[src/hw/ebi_map.svh]
// Purpose: constants of the external memory bus interface
// Assumes: register byte address is four times its index
// Notes: included by every design file of the block except the package
// Behaviour
// [RULE1] Everything stays in reset while the active-low reset is low.
// [RULE2] Boot pin low gives single-chip mode, high gives external bus mode.
// [RULE3] Region 3 bus is 16 bits with width pin low, 8 bits high.
// [RULE4] Separate mode: low lanes carry data 0-7, high lanes 8-15 on 16-bit bus.
// [RULE5] Address bits 0 to 22 are driven uninverted during external accesses.
// [RULE6] Address bit 23 is driven inverted.
// [RULE7] Multiplexed mode: low lanes carry address 0-7, then data 0-7.
// [RULE8] 16-bit multiplexed mode: high lanes carry address 8-15, then data 8-15.
// [RULE9] Four region selects, each low for accesses to its own space.
// [RULE10] Software picks byte store strobes or single strobe plus upper byte enable.
// [RULE11] Byte scheme, 16-bit bus: low strobe writes even, high strobe odd.
// [RULE12] External data is read while the read strobe is low.
// [RULE13] Single scheme: low store strobe writes, low upper enable marks odd access.
// [RULE14] Software uses the single strobe scheme whenever the bus is 8 bits.
// [RULE15] An address latch strobe lets external logic latch the address.
// [RULE16] Master holds takeover request low; device stays in hold meanwhile.
// [RULE17] Bus released acknowledge is low for the whole hold state.
// [RULE18] Wait request low keeps the current bus cycle waiting.
// [RULE19] In hold, address, data and strobe outputs are released.
// [RULE20] Wait and hold are synchronised; hold waits for the cycle to end.
`ifndef EBI_MAP_SVH
`define EBI_MAP_SVH
`define EBI_NREG          6
`define EBI_CTRL_IDX      6'h00
`define EBI_ADDR_IDX      6'h01
`define EBI_WDATA_IDX     6'h02
`define EBI_CMD_IDX       6'h03
`define EBI_STATUS_IDX    6'h04
`define EBI_RDATA_IDX     6'h05
`define EBI_CTRL_RESET    3'h4
`define EBI_CTRL_SINGLE   0
`define EBI_CTRL_MUX      1
`define EBI_CTRL_WIDE     2
`define EBI_CMD_WRITE     0
`define EBI_CMD_WORD      1
`define EBI_CMD_REG_LSB   2
`define EBI_REGION3       2'h3
`define EBI_STROBE_MIN    6
`define EBI_SETTLE        3'h5
`define EBI_SYNC_RESET    20'h30000
`define AXI_RESP_OKAY     2'h0
`define AXI_RESP_SLVERR   2'h2
`endif

[src/hw/ebi_pkg.sv]
// Purpose: types of the external memory bus interface
// Assumes: constants live in ebi_map.svh
// Notes: pin group travels as one packed struct
package ebi_pkg;
	typedef enum logic [2:0] {ST_IDLE, ST_ADDR, ST_STROBE, ST_RECOVER, ST_HOLD} ebi_state_t;

	typedef struct packed {
		logic [22:0] addr;
		logic        top_address_bit;
		logic [3:0]  region_select_n;
		logic        read_strobe_n;
		logic        low_byte_store_strobe_n;
		logic        high_byte_store_strobe_n;
		logic        addr_latch_strobe;
		logic        bus_released_ack_n;
	} ext_out_t;

	typedef struct packed {
		logic        write;
		logic        word;
		logic [1:0]  region;
		logic [23:0] addr;
		logic [15:0] wdata;
	} access_t;

	typedef struct packed {
		logic        en;
		logic [5:0]  idx;
		logic [31:0] data;
		logic [3:0]  strb;
	} reg_wr_t;

	function automatic logic [31:0] merge_bytes(input logic [31:0] old_v,
		input logic [31:0] new_v, input logic [3:0] strb);
		logic [31:0] r;
		r = old_v;
		for (int i = 0; i < 4; i++) begin
			if (strb[i]) begin
				r[i*8 +: 8] = new_v[i*8 +: 8];
			end
		end
		return r;
	endfunction
endpackage

[src/hw/ebi_sync.sv]
// Purpose: three-stage input synchroniser, one chain per bit
// Assumes: inputs are asynchronous to aclk
// Notes: output follows only when stages two and three agree
`include "ebi_map.svh"
module ebi_sync import ebi_pkg::*; #(
	parameter int          W         = 1,
	parameter logic [W-1:0] RESET_VAL = '0
) (
	// clock and reset
	input  wire logic         aclk,
	input  wire logic         aresetn,
	// levels
	input  wire logic [W-1:0] din,
	output logic      [W-1:0] dout
);
	generate
		for (genvar i = 0; i < W; i++) begin : g_bit
			logic s1, s2, s3;
			always_ff @(posedge aclk) begin
				if (!aresetn) begin
					s1      <= RESET_VAL[i];
					s2      <= RESET_VAL[i];
					s3      <= RESET_VAL[i];
					dout[i] <= RESET_VAL[i];
				end else begin
					s1 <= din[i];
					s2 <= s1;
					s3 <= s2;
					if (s2 == s3) begin
						dout[i] <= s3;
					end
				end
			end
		end
	endgenerate
endmodule

[src/hw/ebi_axil_slave.sv]
// Purpose: AXI4-Lite slave feeding a word-indexed register file
// Assumes: one write and one read in flight at most
// Notes: unmapped index answers SLVERR, reads zero
`include "ebi_map.svh"
module ebi_axil_slave import ebi_pkg::*; #(
	parameter int AW   = 8,
	parameter int NREG = `EBI_NREG
) (
	// clock and reset
	input  wire logic          aclk,
	input  wire logic          aresetn,
	// write channels
	input  wire logic [AW-1:0] s_axi_awaddr,
	input  wire logic          s_axi_awvalid,
	output logic               s_axi_awready,
	input  wire logic [31:0]   s_axi_wdata,
	input  wire logic [3:0]    s_axi_wstrb,
	input  wire logic          s_axi_wvalid,
	output logic               s_axi_wready,
	output logic [1:0]         s_axi_bresp,
	output logic               s_axi_bvalid,
	input  wire logic          s_axi_bready,
	// read channels
	input  wire logic [AW-1:0] s_axi_araddr,
	input  wire logic          s_axi_arvalid,
	output logic               s_axi_arready,
	output logic [31:0]        s_axi_rdata,
	output logic [1:0]         s_axi_rresp,
	output logic               s_axi_rvalid,
	input  wire logic          s_axi_rready,
	// register side
	output reg_wr_t            reg_wr,
	output logic [5:0]         rd_idx,
	input  wire logic [31:0]   rd_data
);
	if (AW != 8) begin : g_chk
		$error("ebi_axil_slave: AW must be 8");
	end

	logic        aw_held;
	logic        w_held;
	logic [5:0]  aw_idx;
	logic [31:0] wd;
	logic [3:0]  ws;
	logic        aw_hit;
	logic        ar_hit;

	assign s_axi_awready = !aw_held && !s_axi_bvalid;
	assign s_axi_wready  = !w_held && !s_axi_bvalid;
	assign s_axi_arready = !s_axi_rvalid;
	assign rd_idx        = s_axi_araddr[AW-1:2];
	assign aw_hit        = aw_idx < 6'(NREG);
	assign ar_hit        = rd_idx < 6'(NREG);
	assign reg_wr        = '{en: aw_held && w_held && aw_hit, idx: aw_idx, data: wd, strb: ws};

	always_ff @(posedge aclk) begin
		if (!aresetn) begin
			aw_held      <= 1'b0;
			w_held       <= 1'b0;
			aw_idx       <= '0;
			wd           <= '0;
			ws           <= '0;
			s_axi_bvalid <= 1'b0;
			s_axi_bresp  <= `AXI_RESP_OKAY;
		end else begin
			if (s_axi_awvalid && s_axi_awready) begin
				aw_held <= 1'b1;
				aw_idx  <= s_axi_awaddr[AW-1:2];
			end
			if (s_axi_wvalid && s_axi_wready) begin
				w_held <= 1'b1;
				wd     <= s_axi_wdata;
				ws     <= s_axi_wstrb;
			end
			if (aw_held && w_held) begin
				aw_held      <= 1'b0;
				w_held       <= 1'b0;
				s_axi_bvalid <= 1'b1;
				s_axi_bresp  <= aw_hit ? `AXI_RESP_OKAY : `AXI_RESP_SLVERR;
			end else if (s_axi_bvalid && s_axi_bready) begin
				s_axi_bvalid <= 1'b0;
			end
		end
	end

	always_ff @(posedge aclk) begin
		if (!aresetn) begin
			s_axi_rvalid <= 1'b0;
			s_axi_rdata  <= '0;
			s_axi_rresp  <= `AXI_RESP_OKAY;
		end else if (s_axi_arvalid && s_axi_arready) begin
			s_axi_rvalid <= 1'b1;
			s_axi_rdata  <= ar_hit ? rd_data : '0;
			s_axi_rresp  <= ar_hit ? `AXI_RESP_OKAY : `AXI_RESP_SLVERR;
		end else if (s_axi_rvalid && s_axi_rready) begin
			s_axi_rvalid <= 1'b0;
		end
	end
endmodule

[src/hw/external_memory_bus_interface.sv]
// Purpose: external memory bus master driven from AXI4-Lite registers
// Assumes: pins resolved outside from the enables; inputs are asynchronous
// Notes: one access per command write; outputs lag state by one cycle
//
// The placing of the registers and the AXI4-Lite interface to the registers were chosen for this implementation.
`include "ebi_map.svh"
module external_memory_bus_interface import ebi_pkg::*; #(
	parameter int STROBE_MIN = `EBI_STROBE_MIN
) (
	// clock and reset
	input  wire logic        aclk,
	input  wire logic        aresetn,
	// register bus
	input  wire logic [7:0]  s_axi_awaddr,
	input  wire logic        s_axi_awvalid,
	output logic             s_axi_awready,
	input  wire logic [31:0] s_axi_wdata,
	input  wire logic [3:0]  s_axi_wstrb,
	input  wire logic        s_axi_wvalid,
	output logic             s_axi_wready,
	output logic [1:0]       s_axi_bresp,
	output logic             s_axi_bvalid,
	input  wire logic        s_axi_bready,
	input  wire logic [7:0]  s_axi_araddr,
	input  wire logic        s_axi_arvalid,
	output logic             s_axi_arready,
	output logic [31:0]      s_axi_rdata,
	output logic [1:0]       s_axi_rresp,
	output logic             s_axi_rvalid,
	input  wire logic        s_axi_rready,
	// straps
	input  wire logic        boot_mode_pin,
	input  wire logic        byte_width_pin,
	// bus control inputs
	input  wire logic        hold_request_n,
	input  wire logic        wait_request_n,
	// bus pins
	output ext_out_t         pins,
	output logic             bus_oe,
	input  wire logic [15:0] data_in,
	output logic [15:0]      data_out,
	output logic [1:0]       data_oe
);
	if (STROBE_MIN < 5 || STROBE_MIN > 15) begin : g_chk
		$error("external_memory_bus_interface: STROBE_MIN must be 5..15");
	end

	logic        boot_s;
	logic        byte_s;
	logic        hold_s_n;
	logic        wait_s_n;
	logic [15:0] din_s;
	reg_wr_t     reg_wr;
	logic [5:0]  rd_idx;
	logic [31:0] rd_data;
	logic [2:0]  ctrl;
	logic [23:0] acc_addr;
	logic [15:0] acc_wdata;
	access_t     acc;
	logic        pending;
	logic [15:0] rd_result;
	ebi_state_t  state;
	ebi_state_t  next_state;
	logic [3:0]  strobe_cnt;
	logic [2:0]  settle_cnt;
	logic        micro_mode;
	logic        bus16;
	logic        word_eff;
	logic [1:0]  lane_en;
	logic        ube_n;
	logic        busy;
	logic        cmd_wr;
	logic        strobe_done;
	ext_out_t    next_pins;
	logic        next_bus_oe;
	logic [15:0] next_data_out;
	logic [1:0]  next_data_oe;
	logic [15:0] wlanes;

	ebi_sync #(.W(20), .RESET_VAL(`EBI_SYNC_RESET)) u_sync (
		.aclk    (aclk),
		.aresetn (aresetn),
		.din     ({boot_mode_pin, byte_width_pin, hold_request_n, wait_request_n, data_in}),
		.dout    ({boot_s, byte_s, hold_s_n, wait_s_n, din_s})
	); // [RULE20]

	ebi_axil_slave #(.AW(8), .NREG(`EBI_NREG)) u_regs (
		.aclk          (aclk),
		.aresetn       (aresetn),
		.s_axi_awaddr  (s_axi_awaddr),
		.s_axi_awvalid (s_axi_awvalid),
		.s_axi_awready (s_axi_awready),
		.s_axi_wdata   (s_axi_wdata),
		.s_axi_wstrb   (s_axi_wstrb),
		.s_axi_wvalid  (s_axi_wvalid),
		.s_axi_wready  (s_axi_wready),
		.s_axi_bresp   (s_axi_bresp),
		.s_axi_bvalid  (s_axi_bvalid),
		.s_axi_bready  (s_axi_bready),
		.s_axi_araddr  (s_axi_araddr),
		.s_axi_arvalid (s_axi_arvalid),
		.s_axi_arready (s_axi_arready),
		.s_axi_rdata   (s_axi_rdata),
		.s_axi_rresp   (s_axi_rresp),
		.s_axi_rvalid  (s_axi_rvalid),
		.s_axi_rready  (s_axi_rready),
		.reg_wr        (reg_wr),
		.rd_idx        (rd_idx),
		.rd_data       (rd_data)
	);

	// boot mode caught once the synchroniser has settled after reset
	always_ff @(posedge aclk) begin
		if (!aresetn) begin
			settle_cnt <= '0;
			micro_mode <= 1'b0;
		end else if (settle_cnt != `EBI_SETTLE) begin
			settle_cnt <= settle_cnt + 3'h1;
			if (settle_cnt == `EBI_SETTLE - 3'h1) begin
				micro_mode <= boot_s; // [RULE2]
			end
		end
	end

	// configuration and access staging registers
	always_ff @(posedge aclk) begin
		if (!aresetn) begin
			ctrl      <= `EBI_CTRL_RESET;
			acc_addr  <= '0;
			acc_wdata <= '0;
		end else if (reg_wr.en) begin
			unique case (reg_wr.idx)
				`EBI_CTRL_IDX: ctrl <= 3'(merge_bytes(32'(ctrl), reg_wr.data, reg_wr.strb)); // [RULE10]
				`EBI_ADDR_IDX: acc_addr <= 24'(merge_bytes(32'(acc_addr), reg_wr.data,
					reg_wr.strb));
				`EBI_WDATA_IDX: acc_wdata <= 16'(merge_bytes(32'(acc_wdata), reg_wr.data,
					reg_wr.strb));
				default: ;
			endcase
		end
	end

	assign busy   = pending || state == ST_ADDR || state == ST_STROBE || state == ST_RECOVER;
	assign cmd_wr = reg_wr.en && reg_wr.idx == `EBI_CMD_IDX && reg_wr.strb[0];

	// command launch; refused while busy or in single-chip mode
	always_ff @(posedge aclk) begin
		if (!aresetn) begin
			pending <= 1'b0;
			acc     <= '0;
		end else if (cmd_wr && !busy && micro_mode) begin
			pending      <= 1'b1;
			acc.write    <= reg_wr.data[`EBI_CMD_WRITE];
			acc.word     <= reg_wr.data[`EBI_CMD_WORD];
			acc.region   <= reg_wr.data[`EBI_CMD_REG_LSB +: 2];
			acc.addr     <= acc_addr;
			acc.wdata    <= acc_wdata;
		end else if (state == ST_IDLE && next_state == ST_ADDR) begin
			pending <= 1'b0;
		end
	end

	assign bus16    = (acc.region == `EBI_REGION3) ? !byte_s : ctrl[`EBI_CTRL_WIDE]; // [RULE3]
	assign word_eff = acc.word && bus16;
	assign lane_en  = !bus16 ? 2'h1 : word_eff ? 2'h3 : acc.addr[0] ? 2'h2 : 2'h1; // [RULE4]
	assign ube_n    = bus16 ? !lane_en[1] : !acc.addr[0]; // [RULE13]
	assign wlanes   = word_eff ? acc.wdata : {acc.wdata[7:0], acc.wdata[7:0]};
	assign strobe_done = strobe_cnt >= 4'(STROBE_MIN - 1);

	always_comb begin
		next_state = state;
		unique case (state)
			ST_IDLE: begin
				if (micro_mode && !hold_s_n) begin
					next_state = ST_HOLD; // [RULE20]
				end else if (micro_mode && pending) begin
					next_state = ST_ADDR;
				end
			end
			ST_ADDR: next_state = ST_STROBE;
			ST_STROBE: begin
				if (strobe_done && wait_s_n) begin
					next_state = ST_RECOVER; // [RULE18]
				end
			end
			ST_RECOVER: next_state = ST_IDLE;
			ST_HOLD: begin
				if (hold_s_n) begin
					next_state = ST_IDLE; // [RULE16]
				end
			end
			default: next_state = ST_IDLE;
		endcase
	end

	always_ff @(posedge aclk) begin
		if (!aresetn) begin
			state <= ST_IDLE; // [RULE1]
		end else begin
			state <= next_state;
		end
	end

	always_ff @(posedge aclk) begin
		if (!aresetn) begin
			strobe_cnt <= '0;
		end else if (state == ST_STROBE && !strobe_done) begin
			strobe_cnt <= strobe_cnt + 4'h1;
		end else if (state != ST_STROBE) begin
			strobe_cnt <= '0;
		end
	end

	// read data taken at the end of the strobe, placed in the low bits
	always_ff @(posedge aclk) begin
		if (!aresetn) begin
			rd_result <= '0;
		end else if (state == ST_STROBE && next_state == ST_RECOVER && !acc.write) begin
			if (word_eff) begin
				rd_result <= din_s; // [RULE12]
			end else if (lane_en[1]) begin
				rd_result <= {8'h00, din_s[15:8]};
			end else begin
				rd_result <= {8'h00, din_s[7:0]};
			end
		end
	end

	always_comb begin
		rd_data = '0;
		unique case (rd_idx)
			`EBI_CTRL_IDX: rd_data[2:0] = ctrl;
			`EBI_ADDR_IDX: rd_data[23:0] = acc_addr;
			`EBI_WDATA_IDX: rd_data[15:0] = acc_wdata;
			`EBI_STATUS_IDX: rd_data[3:0] = {!byte_s, micro_mode, state == ST_HOLD, busy};
			`EBI_RDATA_IDX: rd_data[15:0] = rd_result;
			default: rd_data = '0;
		endcase
	end

	// pin values for the next cycle
	always_comb begin
		next_pins                    = pins;
		next_pins.addr               = acc.addr[22:0]; // [RULE5]
		next_pins.top_address_bit    = !acc.addr[23]; // [RULE6]
		next_pins.region_select_n    = 4'hF;
		next_pins.read_strobe_n      = 1'b1;
		next_pins.low_byte_store_strobe_n  = 1'b1;
		next_pins.high_byte_store_strobe_n = 1'b1;
		next_pins.addr_latch_strobe  = 1'b0;
		next_pins.bus_released_ack_n = state != ST_HOLD; // [RULE17]
		next_bus_oe                  = micro_mode && state != ST_HOLD; // [RULE19]
		next_data_out                = data_out;
		next_data_oe                 = 2'h0;
		if (state == ST_ADDR || state == ST_STROBE || state == ST_RECOVER) begin
			next_pins.region_select_n[acc.region] = 1'b0; // [RULE9]
			if (ctrl[`EBI_CTRL_SINGLE]) begin
				next_pins.high_byte_store_strobe_n = ube_n; // [RULE13]
			end
		end
		if (state == ST_ADDR) begin
			next_pins.addr_latch_strobe = 1'b1; // [RULE15]
			if (ctrl[`EBI_CTRL_MUX]) begin
				next_data_out[7:0] = acc.addr[7:0]; // [RULE7]
				next_data_oe[0]    = 1'b1;
				if (bus16) begin
					next_data_out[15:8] = acc.addr[15:8]; // [RULE8]
					next_data_oe[1]     = 1'b1;
				end
			end
		end
		if (state == ST_STROBE && !acc.write) begin
			next_pins.read_strobe_n = 1'b0; // [RULE12]
		end
		if (state == ST_STROBE && acc.write) begin
			if (ctrl[`EBI_CTRL_SINGLE]) begin
				next_pins.low_byte_store_strobe_n = 1'b0; // [RULE13]
			end else begin
				next_pins.low_byte_store_strobe_n  = !lane_en[0]; // [RULE11]
				next_pins.high_byte_store_strobe_n = !lane_en[1];
			end
		end
		if ((state == ST_STROBE || state == ST_RECOVER) && acc.write) begin
			next_data_out = wlanes; // [RULE4] [RULE7] [RULE8]
			next_data_oe  = lane_en;
		end
	end

	always_ff @(posedge aclk) begin
		if (!aresetn) begin
			pins.addr                     <= '0;
			pins.top_address_bit          <= 1'b1;
			pins.region_select_n          <= 4'hF;
			pins.read_strobe_n            <= 1'b1;
			pins.low_byte_store_strobe_n  <= 1'b1;
			pins.high_byte_store_strobe_n <= 1'b1;
			pins.addr_latch_strobe        <= 1'b0;
			pins.bus_released_ack_n       <= 1'b1;
			bus_oe                        <= 1'b0;
			data_out                      <= '0;
			data_oe                       <= 2'h0;
		end else begin
			pins     <= next_pins;
			bus_oe   <= next_bus_oe;
			data_out <= next_data_out;
			data_oe  <= next_data_oe;
		end
	end
endmodule

[config.mk]
export PLATFORM = sky130hd
export DESIGN_NAME = external_memory_bus_interface
export DESIGN_NICKNAME = d
export VERILOG_FILES = /design/src/hw/ebi_pkg.sv /design/src/hw/ebi_sync.sv /design/src/hw/ebi_axil_slave.sv /design/src/hw/external_memory_bus_interface.sv
export VERILOG_INCLUDE_DIRS = /design/src /design/src/hw
export SDC_FILE = /design/constraint.sdc
export NUM_CORES = 1
export LEC_CHECK = 0
export BUFFER_PORTS_ARGS = -buffer_cell sky130_fd_sc_hd__buf_4
export CORE_UTILIZATION = 55
export DETAILED_ROUTE_END_ITERATION = 7
export PLACE_DENSITY = 0.78
export SYNTH_ARGS = -nofsm -noshare
export SYNTH_HDL_FRONTEND = slang
export SYNTH_SLANG_ARGS = --single-unit
export TNS_END_PERCENT = 50
[constraint.sdc]
create_clock -name aclk -period 3.2 [get_ports aclk]
set_input_delay 0.32 -clock aclk [delete_from_list [all_inputs] [get_ports aclk]]
set_output_delay 0.32 -clock aclk [all_outputs]
set_load 0.005 [all_outputs]
==> impl_metrics.json <==
{
  "die_width_um": 145,
  "finalSetupTns_ns": 0,
  "multi_input_area_mm2": 0.00452,
  "ys_seq_area_frac": 0.556,
  "cts_setup_buffers": 0,
  "critical_path_class": "reg2reg",
  "cp_max_fo": 15,
  "grt_max_degree": 125,
  "yosys_warnings": 0,
  "seq_area_mm2": 0.00621,
  "fmax_mhz": 448,
  "cts_buffers": 30,
  "utilization": 0.695,
  "end_kind": "flip-flop",
  "viasPerCell": 5.51,
  "synth_area_leader_cell": "dfxtp_1",
  "path_cells": "nor3_2, nand3_1, or3_2, buf_4, mux2i_1",
  "pwr-share-seq": 0.497,
  "ys.flop_type": "dfxtp_1",
  "fp.dieH_um": 145,
  "setup_viol": 0,
  "cts.sinks": 310,
  "vdd_drop_max_v": 0.000379,
  "ys_top_cells_by_count": "dfxtp_1, nand2_1, mux2i_1, a21oi_1, and2_1",
  "tightest_slew_ns": 1.20,
  "dpl_cell_area_mm2": 0.0124,
  "grt_overflow": 0,
  "power_density_mw_per_mm2": 585,
  "routed_wl_um": 26800,
  "clk_latency_ns": 0.54,
  "synth_edf_count": 0,
  "yosysMostFrequentCell": "dfxtp_1",
  "fin_crit_sh": 0.698,
  "comb_power_share": 0.041,
  "worstPathArrival_ns": 2.65,
  "num-nets-final": 1404,
  "critical-path-max-stage-delay_ns": 0.79,
  "clk_pin_slew_ns": 0.06,
  "synthCells": 1178,
  "initial_core_util": 0.568,
  "cp.required_ns": 3.62,
  "grt_util_all_layers": 0.258,
  "dr.pass1.iters": 5,
  "drt_iter0_markers": 606,
  "grt_pass1_wl_um": 41900,
  "cts_tree": "built",
  "maxCapViolations": 0,
  "synth_area_leaders": "dfxtp_1, mux2i_1, nand2_1",
  "ys_ff_latch": 310,
  "grt_pass1_vias": 8265,
  "port-buffer-count": 148,
  "p_leak_uw": 0.00593,
  "ys_types": 60,
  "synth_top_area_share": 0.556,
  "setup_ws_ns": 0.966,
  "stdcell_area_mm2": 0.0137,
  "gp_congestion": 0.837,
  "vias": 8842,
  "antenna_found_initial": 0,
  "clock_skew_ns": 0.0113,
  "swShare": 0.209,
  "fp-row-count": 51,
  "slew_headroom": 0.191,
  "wl_per_cell_um": 16.7,
  "critPathSlowestCell": "or3_2",
  "antenna_left": 0,
  "intPower_uw": 6320,
  "synth_async_sr_flop_share": 0,
  "min_period_ns": 2.23,
  "hold_class": "in2reg",
  "place_ws_ns": 0.986,
  "io_pins": 172,
  "dp_hpwl_um": 17900,
  "outcome": "finished clean",
  "drc": 0,
  "htreeDepth": 1,
  "antenna_cells": 0,
  "ctsHoldBuffers": 20,
  "fillCellCount": 1561,
  "switchingPower_uw": 1670,
  "start_kind": "flip-flop",
  "drive_gt1_frac": 0.169,
  "area_growth_pct": 22.3,
  "core_area_mm2": 0.0197,
  "design.die.area_mm2": 0.0209,
  "finalHoldViolations": 0,
  "p_clk_frac": 0.462,
  "clock-root-buffer": "clkbuf_16",
  "rsz0062_at_grt": "no",
  "syn_avg_cell_area_um2": 9.48,
  "clockBufferDepth": 3,
  "netlist_area_mm2": 0.0112,
  "drv_slew": 0,
  "cts_resized": 0
}
==> final timing paths <==
path	startpoint	endpoint	slack [ns]	cells after the start
worst max-delay path	u_regs.aw_idx[3]$_SDFFE_PN0P_	acc[12]$_SDFFE_PN0P_	0.97	5
worst min-delay path	s_axi_awaddr[6]	u_regs.aw_idx[4]$_SDFFE_PN0P_	0.01	3
worst max register to register	u_regs.aw_idx[3]$_SDFFE_PN0P_	acc[12]$_SDFFE_PN0P_	0.97	5
worst min register to register	u_sync.g_bit[16].s1$_SDFF_PN1_	u_sync.g_bit[16].s2$_SDFF_PN1_	0.41	1
==> worst max-delay path, delay by kind of cell (launching register included) <==
family                 cells  cell delay [ns]
muxes                      1             0.13
and+or+nand+nor            3             1.34
buffers and inverters      1             0.32
DFF                        1             0.32
==> through the flow <==
step	total power [uW]	instances	hold WS, ns
floorplan	4230	1187	0.363
global placement	4350	1532	0.396
detailed placement	4360	1532	0.385
CTS	8030	1606	0.00300
global route	8240	1606	0.0112
finish	7990	1606	0.0148
==> state kept, by name, summed over array words and instances, names as in the netlist, 2 cells and up <==
| signal | flops |
|---|---|
| rd_result | 16 |
| u_sync.g_bit.s1 | 20 |
| acc_addr | 24 |
| data_out | 16 |
| u_sync.g_bit.s3 | 20 |
| u_sync.dout | 20 |
| data_oe | 2 |
| pins | 33 |
| state | 3 |
| u_regs.aw_idx | 6 |
| u_regs.s_axi_rdata | 24 |
| u_sync.g_bit.s2 | 20 |
| strobe_cnt | 4 |
| u_regs.wd | 24 |
| acc_wdata | 16 |
| u_regs.ws | 3 |
| ctrl | 3 |
| settle_cnt | 3 |
| acc | 44 |
==> cells in the final DEF (no fill, tap or decap), types with 3 or more instances in the layout <==
master         instances
a221oi_1              13
clkbuf_16             31
o211ai_1               4
conb_1                10
nor3_1                 4
buf_4                158
a211oi_1               9
clkbuf_8               7
mux2i_1              103
nand2_1              222
and3_1                12
inv_1                 30
o2bb2ai_1              3
o21ai_0               54
clkinv_2               6
nand4_1               18
clkbuf_1               4
nand3_1               25
o221ai_1               8
nand2b_1              15
nor2_1                38
dlygate4sd3_1         20
ha_1                   6
bufinv_16              4
nor2b_1                8
and3b_1                3
a21oi_1               98
dfxtp_1              310
and2_1                61
a22oi_1                9
==> power by group through the flow <==
stage	Sequential [uW]	Combinational, uW	Clock (uW)
finish	3970	331	3690
global placement	4050	303	0
CTS	3970	330	3730
detailed placement	4050	309	0
floorplan	4040	192	0
global route	3980	365	3900
==> cell type report <==
type / count / share of cell area
multi-input cells: 766 / 0.331
flip-flops and latches: 310 / 0.454
clock buffers: 42 / 0.0649
inverters: 31 / 0.00852
clock inverters: 12 / 0.0127
well taps: 265 / 0.0243
repair buffers: 180 / 0.104
==> cell families after synthesis <==
group,after synthesis,synth area share
flip-flops,310,0.556
buffers and inverters,111,0.0427
AO/OA/AOI/OAI,215,0.114
multiplexers,103,0.0923
adder cells (fa/ha/maj),6,0.00672
AND/OR/NAND/NOR,430,0.187
other,1,0.000336
XOR/XNOR,2,0.00157
==> per-layer routing <==
layer  routed length (um)  vias to the layer above  GRT usage  part of all wire
met2                12500                      357      0.416              0.47
met5                    0                        -          0                 0
met1                11400                     4142      0.341              0.43
met3                 2030                       56     0.0507             0.076
met4                  797                        0     0.0958             0.030
li1                     -                     4287          -                 -
No activity file was read; power rests on OpenSTA's default activity.
